**config.mk**
```make
export PLATFORM = sky130hd
export DESIGN_NAME = pwsirq_top
export DESIGN_NICKNAME = d
export VERILOG_FILES = /design/src/rtl/pwsirq_pkg.sv /design/src/rtl/pwsirq_chg_det.sv /design/src/rtl/pwsirq_top.sv
export SDC_FILE = /design/constraint.sdc
export NUM_CORES = 1
export LEC_CHECK = 0
export ABC_AREA = 1
export BUFFER_PORTS_ARGS = -buffer_cell sky130_fd_sc_hd__buf_2
export CAP_MARGIN = 5
export CORE_MARGIN = 1.5
export CORE_UTILIZATION = 42
export CTS_BUF_LIST = sky130_fd_sc_hd__clkbuf_16
export CTS_CLUSTER_DIAMETER = 150
export DETAILED_ROUTE_END_ITERATION = 10
export GPL_ROUTABILITY_DRIVEN = 0
export MAX_ROUTING_LAYER = met4
export PLACE_DENSITY = 0.76
export SKIP_CTS_REPAIR_TIMING = 1
export SLEW_MARGIN = 20
export SYNTH_ARGS = -nofsm -noshare
export SYNTH_HDL_FRONTEND = slang
export SYNTH_HIERARCHICAL = 1
export SYNTH_SLANG_ARGS = --single-unit
```
**constraint.sdc**
```tcl
create_clock -name pclk -period 1.7 [get_ports pclk]
set_clock_uncertainty 0.1 [all_clocks]
set_input_delay 0.17 -clock pclk [delete_from_list [all_inputs] [get_ports pclk]]
set_output_delay 0.17 -clock pclk [all_outputs]
set_load 0.005 [all_outputs]
```
**src/rtl/pwsirq_pkg.sv**
```systemverilog
`default_nettype none
package pwsirq_pkg;

  localparam int          ADDR_W      = 8;
  localparam int          DATA_W      = 32;

  localparam logic [7:0]  MASK_OFS    = 8'h00;
  localparam logic [7:0]  STATUS_OFS  = 8'h04;
  localparam logic [7:0]  ACCUM_OFS   = 8'h08;
  localparam logic [7:0]  PULSE_OFS   = 8'h0c;

  localparam int          EV_LSB      = 10;
  localparam int          NUM_EV      = 5;
  localparam int          RA_BIT      = 10;
  localparam int          RB_BIT      = 11;
  localparam int          RC_BIT      = 12;
  localparam int          SUM2_BIT    = 13;
  localparam int          P1_BIT      = 14;

  localparam int          RSEL_BIT    = 7;
  localparam int          P1DIS_BIT   = 9;
  localparam int          P1SEL_LSB   = 0;
  localparam int          P1SEL_W     = 3;
  localparam int          NUM_P1_SRC  = 8;

  localparam logic [31:0] EV_BITS     = 32'h00007c00;
  localparam logic [31:0] ACCUM_BITS  = 32'h00000080;
  localparam logic [31:0] PULSE_BITS  = 32'h00000207;
  localparam logic [31:0] MASK_RST    = 32'h00000000;
  localparam logic [31:0] STATUS_RST  = 32'h00000000;
  localparam logic [31:0] ACCUM_RST   = 32'h00000000;
  localparam logic [31:0] PULSE_RST   = 32'h00000000;

  localparam int          WARM_CYC    = 3;

  typedef struct packed {
    logic [31:0] mask;
    logic [31:0] status;
    logic [31:0] accum;
    logic [31:0] pulse;
    logic [31:0] prdata;
    logic        pready;
    logic        pslverr;
    logic        irq;
    logic        pulse_out1;
    logic [1:0]  warm;
  } pwsirq_state_t;

endpackage

`default_nettype wire

```
**src/rtl/pwsirq_chg_det.sv**
```systemverilog
`timescale 1ns/1ps
`default_nettype none

// Flags any change and any high-to-low step of each input bit.
// The first cycle after reset only loads the history.
module pwsirq_chg_det #(
  parameter int W = 5
) (
  input  wire logic         pclk,
  input  wire logic         presetn,
  input  wire logic [W-1:0] sig,
  output logic      [W-1:0] chg,
  output logic      [W-1:0] fall
);

  typedef struct packed {
    logic [W-1:0] prev;
    logic         primed;
  } pwsirq_det_t;

  pwsirq_det_t det_reg;
  pwsirq_det_t det_next;

  always_comb begin
    det_next        = det_reg;
    det_next.prev   = sig;
    det_next.primed = 1'b1;
  end

  always_ff @(posedge pclk or negedge presetn) begin
    if (!presetn) begin
      det_reg <= '0;
    end else begin
      det_reg <= det_next;
    end
  end

  assign chg  = det_reg.primed ? (sig ^ det_reg.prev) : '0;
  assign fall = det_reg.primed ? (det_reg.prev & ~sig) : '0;

endmodule

`default_nettype wire

```
**src/rtl/pwsirq_top.sv**
```systemverilog
// Notes on behaviour
// - Mask bit 10, reset low, lets phase A reactive sign change interrupt.
// - Mask bit 11, reset low, lets phase B reactive sign change interrupt.
// - Mask bit 12, reset low, lets phase C reactive sign change interrupt.
// - Accumulation bit 7 picks fundamental or total reactive sign to watch.
// - Without reactive measurement the three reactive enables have no effect.
// - Mask bit 13, reset low, lets second path power sum sign change interrupt.
// - Mask bit 14 lets each falling edge of pulse output one interrupt.
// - Pulse output one interrupt still works while that pin is disabled.
// - Pulse mode bits 2 to 0 select the power driving pulse output one.
`timescale 1ns/1ps
`default_nettype none

module pwsirq_top #(
  parameter bit HAS_REACTIVE = 1'b1
) (
  input  wire logic                               pclk,
  input  wire logic                               presetn,
  input  wire logic                               psel,
  input  wire logic                               penable,
  input  wire logic                               pwrite,
  input  wire logic [pwsirq_pkg::ADDR_W-1:0]      paddr,
  input  wire logic [pwsirq_pkg::DATA_W-1:0]      pwdata,
  input  wire logic [3:0]                         pstrb,
  output logic      [pwsirq_pkg::DATA_W-1:0]      prdata,
  output logic                                    pready,
  output logic                                    pslverr,
  input  wire logic [2:0]                         react_sign_total,
  input  wire logic [2:0]                         react_sign_fund,
  input  wire logic                               sum2_sign,
  input  wire logic [pwsirq_pkg::NUM_P1_SRC-1:0]  p1_src_n,
  output logic                                    pulse_out1,
  output logic                                    irq
);

  pwsirq_pkg::pwsirq_state_t state_reg;
  pwsirq_pkg::pwsirq_state_t state_next;

  logic [2:0]                      react_sel;
  logic [pwsirq_pkg::P1SEL_W-1:0]  p1_sel;
  logic                            p1_src_sel;
  logic [pwsirq_pkg::NUM_EV-1:0]   det_in;
  logic [pwsirq_pkg::NUM_EV-1:0]   det_chg;
  logic [pwsirq_pkg::NUM_EV-1:0]   det_fall;
  logic [pwsirq_pkg::NUM_EV-1:0]   ev;
  logic                            acc_wait;
  logic                            acc_done;

  function automatic logic [31:0] lane_mask(input logic [3:0] strb);
    logic [31:0] m;
    m = '0;
    for (int i = 0; i < 4; i++) begin
      m[i*8 +: 8] = {8{strb[i]}};
    end
    return m;
  endfunction

  function automatic logic [31:0] merge(input logic [31:0] old,
                                        input logic [31:0] wd,
                                        input logic [31:0] bits,
                                        input logic [3:0]  strb);
    logic [31:0] m;
    m = lane_mask(strb) & bits;
    return (old & ~m) | (wd & m);
  endfunction

  // The reactive sign follows the chosen measurement.
  assign react_sel = state_reg.accum[pwsirq_pkg::RSEL_BIT] ?
                     react_sign_fund : react_sign_total;

  // The power type for pulse output one comes from the mode field.
  assign p1_sel = state_reg.pulse[pwsirq_pkg::P1SEL_LSB +: pwsirq_pkg::P1SEL_W];
  assign p1_src_sel = p1_src_n[p1_sel];

  assign det_in = {p1_src_sel, sum2_sign, react_sel};

  pwsirq_chg_det #(
    .W (pwsirq_pkg::NUM_EV)
  ) u_det (
    .pclk    (pclk),
    .presetn (presetn),
    .sig     (det_in),
    .chg     (det_chg),
    .fall    (det_fall)
  );

  // Reactive events vanish on the variant without reactive measurement.
  assign ev[2:0] = HAS_REACTIVE ? det_chg[2:0] : 3'h0;
  assign ev[3]   = det_chg[3];
  // The pulse edge is taken before the disable gate.
  assign ev[4]   = det_fall[4];

  assign acc_wait = psel & penable & ~state_reg.pready;
  assign acc_done = psel & penable & state_reg.pready;

  always_comb begin
    logic [31:0] clr;
    logic [31:0] set;
    clr            = '0;
    set            = '0;
    state_next     = state_reg;
    state_next.pready = acc_wait;
    state_next.pslverr = 1'b0;
    state_next.prdata  = '0;
    if (state_reg.warm != 2'(pwsirq_pkg::WARM_CYC)) begin
      state_next.warm = state_reg.warm + 2'h1;
    end
    if (acc_wait) begin
      state_next.prdata = '0;
      unique case (paddr)
        pwsirq_pkg::MASK_OFS:   state_next.prdata = state_reg.mask;
        pwsirq_pkg::STATUS_OFS: state_next.prdata = state_reg.status;
        pwsirq_pkg::ACCUM_OFS:  state_next.prdata = state_reg.accum;
        pwsirq_pkg::PULSE_OFS:  state_next.prdata = state_reg.pulse;
        default:                state_next.pslverr = 1'b1;
      endcase
      if (pwrite) begin
        state_next.prdata = '0;
      end
    end
    if (acc_done && pwrite) begin
      unique case (paddr)
        pwsirq_pkg::MASK_OFS: begin
          state_next.mask = merge(state_reg.mask, pwdata,
                                  pwsirq_pkg::EV_BITS, pstrb);
        end
        pwsirq_pkg::STATUS_OFS: begin
          clr = pwdata & lane_mask(pstrb) & pwsirq_pkg::EV_BITS;
        end
        pwsirq_pkg::ACCUM_OFS: begin
          state_next.accum = merge(state_reg.accum, pwdata,
                                   pwsirq_pkg::ACCUM_BITS, pstrb);
        end
        pwsirq_pkg::PULSE_OFS: begin
          state_next.pulse = merge(state_reg.pulse, pwdata,
                                   pwsirq_pkg::PULSE_BITS, pstrb);
        end
        default: begin
        end
      endcase
    end
    set[pwsirq_pkg::EV_LSB +: pwsirq_pkg::NUM_EV] = ev;
    // A new event in the clearing cycle stays set.
    state_next.status = (state_reg.status & ~clr) | set;
    // Reactive enables are ignored on the variant without them.
    state_next.irq = |(state_next.status & state_next.mask &
                       (HAS_REACTIVE ? pwsirq_pkg::EV_BITS
                                     : 32'h00006000));
    state_next.pulse_out1 = state_reg.pulse[pwsirq_pkg::P1DIS_BIT] ?
                            1'b1 : p1_src_sel;
  end

  always_ff @(posedge pclk or negedge presetn) begin
    if (!presetn) begin
      state_reg            <= '0;
      state_reg.mask       <= pwsirq_pkg::MASK_RST;
      state_reg.status     <= pwsirq_pkg::STATUS_RST;
      state_reg.accum      <= pwsirq_pkg::ACCUM_RST;
      state_reg.pulse      <= pwsirq_pkg::PULSE_RST;
      state_reg.pulse_out1 <= 1'b1;
    end else begin
      state_reg <= state_next;
    end
  end

  assign prdata     = state_reg.prdata;
  assign pready     = state_reg.pready;
  assign pslverr    = state_reg.pslverr;
  assign irq        = state_reg.irq;
  assign pulse_out1 = state_reg.pulse_out1;

  // Checks.
  logic warm_ok;
  logic wr_done;
  assign warm_ok = state_reg.warm == 2'(pwsirq_pkg::WARM_CYC);
  assign wr_done = acc_done & pwrite;

  property p_ra_set;
    @(posedge pclk) disable iff (!presetn)
      (warm_ok && HAS_REACTIVE && $stable(state_reg.accum) &&
       react_sel[0] != $past(react_sel[0]))
      |=> state_reg.status[pwsirq_pkg::RA_BIT];
  endproperty
  a_ra_set: assert property (p_ra_set)
    else $error("Phase A reactive sign change not flagged.");

  property p_rb_masked;
    @(posedge pclk) disable iff (!presetn)
      (state_reg.status == 32'h00000800 && !state_reg.mask[11])
      |-> !irq;
  endproperty
  a_rb_masked: assert property (p_rb_masked)
    else $error("Masked phase B event raised the interrupt.");

  property p_rc_raise;
    @(posedge pclk) disable iff (!presetn)
      (HAS_REACTIVE && warm_ok && ev[2] &&
       state_reg.mask[pwsirq_pkg::RC_BIT] &&
       !(acc_done && pwrite && paddr == pwsirq_pkg::MASK_OFS))
      |=> irq;
  endproperty
  a_rc_raise: assert property (p_rc_raise)
    else $error("Enabled phase C event did not raise the interrupt.");

  property p_src_fund;
    @(posedge pclk) disable iff (!presetn)
      (warm_ok && HAS_REACTIVE &&
       state_reg.accum[pwsirq_pkg::RSEL_BIT] &&
       $stable(state_reg.accum) && $changed(react_sign_fund[1]))
      |=> state_reg.status[pwsirq_pkg::RB_BIT];
  endproperty
  a_src_fund: assert property (p_src_fund)
    else $error("Fundamental reactive sign change not flagged.");

  property p_no_react;
    @(posedge pclk) disable iff (!presetn)
      !HAS_REACTIVE |-> (state_reg.status[12:10] == 3'h0);
  endproperty
  a_no_react: assert property (p_no_react)
    else $error("Reactive flag set on variant without reactive power.");

  property p_sum2;
    @(posedge pclk) disable iff (!presetn)
      (warm_ok && $changed(sum2_sign))
      |=> state_reg.status[pwsirq_pkg::SUM2_BIT];
  endproperty
  a_sum2: assert property (p_sum2)
    else $error("Second path sum sign change not flagged.");

  property p_p1_fall;
    @(posedge pclk) disable iff (!presetn)
      (warm_ok && $stable(state_reg.pulse) && $fell(p1_src_sel))
      |=> state_reg.status[pwsirq_pkg::P1_BIT];
  endproperty
  a_p1_fall: assert property (p_p1_fall)
    else $error("Pulse output one falling edge not flagged.");

  property p_p1_dis;
    @(posedge pclk) disable iff (!presetn)
      (state_reg.pulse[pwsirq_pkg::P1DIS_BIT] && ev[4])
      |=> (pulse_out1 && state_reg.status[pwsirq_pkg::P1_BIT]);
  endproperty
  a_p1_dis: assert property (p_p1_dis)
    else $error("Disabled pulse output lost its event or drove low.");

  property p_p1_sel;
    @(posedge pclk) disable iff (!presetn)
      !state_reg.pulse[pwsirq_pkg::P1DIS_BIT]
      |=> (pulse_out1 == $past(p1_src_sel));
  endproperty
  a_p1_sel: assert property (p_p1_sel)
    else $error("Pulse output one does not follow the selected power.");

  property p_irq_level;
    @(posedge pclk) disable iff (!presetn)
      HAS_REACTIVE |-> (irq == |(state_reg.status & state_reg.mask));
  endproperty
  a_irq_level: assert property (p_irq_level)
    else $error("Interrupt level disagrees with flags and enables.");

  property p_ready_one;
    @(posedge pclk) disable iff (!presetn)
      (psel && penable && !pready) |=> pready ##1 !pready;
  endproperty
  a_ready_one: assert property (p_ready_one)
    else $error("Bus answer not a single wait cycle.");

  c_irq_rise:  cover property (@(posedge pclk) disable iff (!presetn)
                               $rose(irq));
  c_w1c:       cover property (@(posedge pclk) disable iff (!presetn)
                               $fell(irq) && $past(wr_done));
  c_p1_dis_ev: cover property (@(posedge pclk) disable iff (!presetn)
                               state_reg.pulse[pwsirq_pkg::P1DIS_BIT] &&
                               ev[4]);
  c_fund_ev:   cover property (@(posedge pclk) disable iff (!presetn)
                               state_reg.accum[pwsirq_pkg::RSEL_BIT] &&
                               |ev[2:0]);

endmodule

`default_nettype wire

```
==> impl_results.md <==
* Vias per inst at roughly 4.4
* Final HPWL DP at 2870 um
* CP required at 1770 ps
* Starting DRC count in detailed routing at 67
* Area growth syn-to-layout at 22.2%
* Critical path's slowest cell: dfrtp_2
* Dpl cells at 347
* RSZ-0062 raised after global routing: true
* Die X at a little over 70 um
* Maximum vdd drop at 0.455 mV
* Clock Latency Late Sink at between 200 and 300 ps
* Arrival @ worst endpoint at about 1900 ps
* Setup violators final at 1
* CTS tree: yes
* WL per Instance at 10.5 um
* Vias in the first global route at between 1,000 and 1,500
* Number of failing hold endpoints at the final stage at 0
* Top Usage Layer GRT: met2
* Highest clock rate at 544 MHz
* Total Routed Length at approximately 3800 um
* IO Port Bufs at 53
* Residual DRC at 0
* Fraction of layout cells with a size suffix above 1 at between 30% and 40%
* Met1 Resource Use GR at roughly 18%
* CTS Sinks at 35
* Initial Util at 44.7%
* Setup Crit Path Kind: reg -> reg
* Largest net degree at the start of global routing at 35
* First-pass GRT wire length at 6110 um
* I/O pin cnt at 100
* H-tree levels at 2
* Cell Area, Placed at between 2000 and 2500 um^2
* Setup TNS at -137 ps
* GR Util met2 at a little over a quarter
* Fill count at 417
* N_diodes at 0
* Slowest stage delay, CP at 430 ps
* Power density cells at 758 nW/um^2
* Clk buf depth at 2
* Mean Syn Cell Area at 8.16 um^2
* GRT Overall Usage at between 10% and 20%
* Min-delay src: pwdata[7]
* Synthesized area at 2000 um^2
* YS warnings at 6
* Post-Layout Cell Count at 359
* CTS Buf Count at 5
* Worst-path clk slew at 50 ps
* CORE AREA at 4470 um^2
* GRT overflow at 0
* First drt pass iteration count at 4
* Hold WC Path Type: in -> reg
* Die area at 5180 um^2
* Cells after Synth at around 250
* Static leakage power at 1.35 nW
* Final max-slew violation count at 0
* Initial antenna violation count at 0
* Post-route setup slack at -137 ps
* Worst setup SP type: flip-flop
* Nets at 375
* Met3 Usage GRT at 4.58%
* Crit path cell chain: inv_4 -> nor2_2 -> o32ai_2 -> nand2_1 -> nand2_2 -> inv_2 -> ha_2 -> nand2_1 -> inv_1 -> inv_2 -> nand2_2 -> nand2_2 -> inv_2 -> nor2_2 -> nand2_1
* CP endpoint kind: flip-flop
* CTS Root Cell: clkbuf_16
* Critical path fanouts, max at 5
* Die H at 72.0 um
* Post-route cell area at 2440 um^2
* Row Count at 24
* Period utilisation layout at 108%
* Violated checks: negative setup slack
* Status: finished, violations left
* Max-cap viol count at 0
* Pwr Total at 1.85 mW
* Post-route ant nets at 0
* Fin crit period at 1840 ps
* Vias at 1,567
layer usage:
metal | vias to the layer above | part of all wire, %
li1 | 813 | -
met1 | 694 | 42
met2 | 53 | 49
met3 | 7 | 5.3
met4 | 0 | 3.0
met5 | - | 0
placed cells by master (no fill, tap or decap), drive strengths merged, types with 3 or more instances in the layout:
master and n:
clkbuf 5, nand3 12, conb 23, ha 5
inv 38, buf 66, nor2 34, nor3 4
a22o 5, nand2 66, o21ai 3, dfrtp 34
cell type report:
cell class	count	area, um^2	area share (%)
flip-flops and latches	35	878	36.0
clock inverters	3	11.3	0.461
repair buffers	68	395	16.2
multi-input cells	159	826	33.8
inverters	37	141	5.79
well taps	52	65.1	2.66
clock buffers	5	125	5.12
metrics by stage:
step | utilization, % | hold WS (ps) | setup WS [ps]
final | 54.6 | 4.56 | -137
after global routing | 54.6 | 17.8 | -243
after CTS | 53.1 | -422 | -207
after detailed placement | 50.1 | -125 | -192
after global placement | 50.1 | -127 | -163
after floorplan | - | -226 | 3.24
report_power, final:
part,switching (mW),internal (mW)
Combinational,0.0906,0.0656
Sequential,0.00440,0.845
Clock,0.318,0.526
Total,0.413,1.44
final timing paths:
| kind | end | slack, ps | cells after the start |
|---|---|---|---|
| worst max-delay path | irq | -140 | 15 |
| worst min-delay path | flip-flop | 5 | 3 |
| worst max register to register | irq | -140 | 15 |
| worst min register to register | pready | 350 | 1 |
| max in group asynchronous | pulse_out1 | 950 | 3 |
| min in group asynchronous | asynchronous set/reset pin | 120 | 2 |
worst max-delay path: cells and delay by family, from the launching register on:
kind,cells,cell delay (ps)
AO/OA/AOI/OAI,1,230
adder cells (fa/ha/maj),1,150
buffers and inverters,5,240
flip-flops,1,430
AND/OR/NAND/NOR,8,570
(Power assumes the default switching activity.)
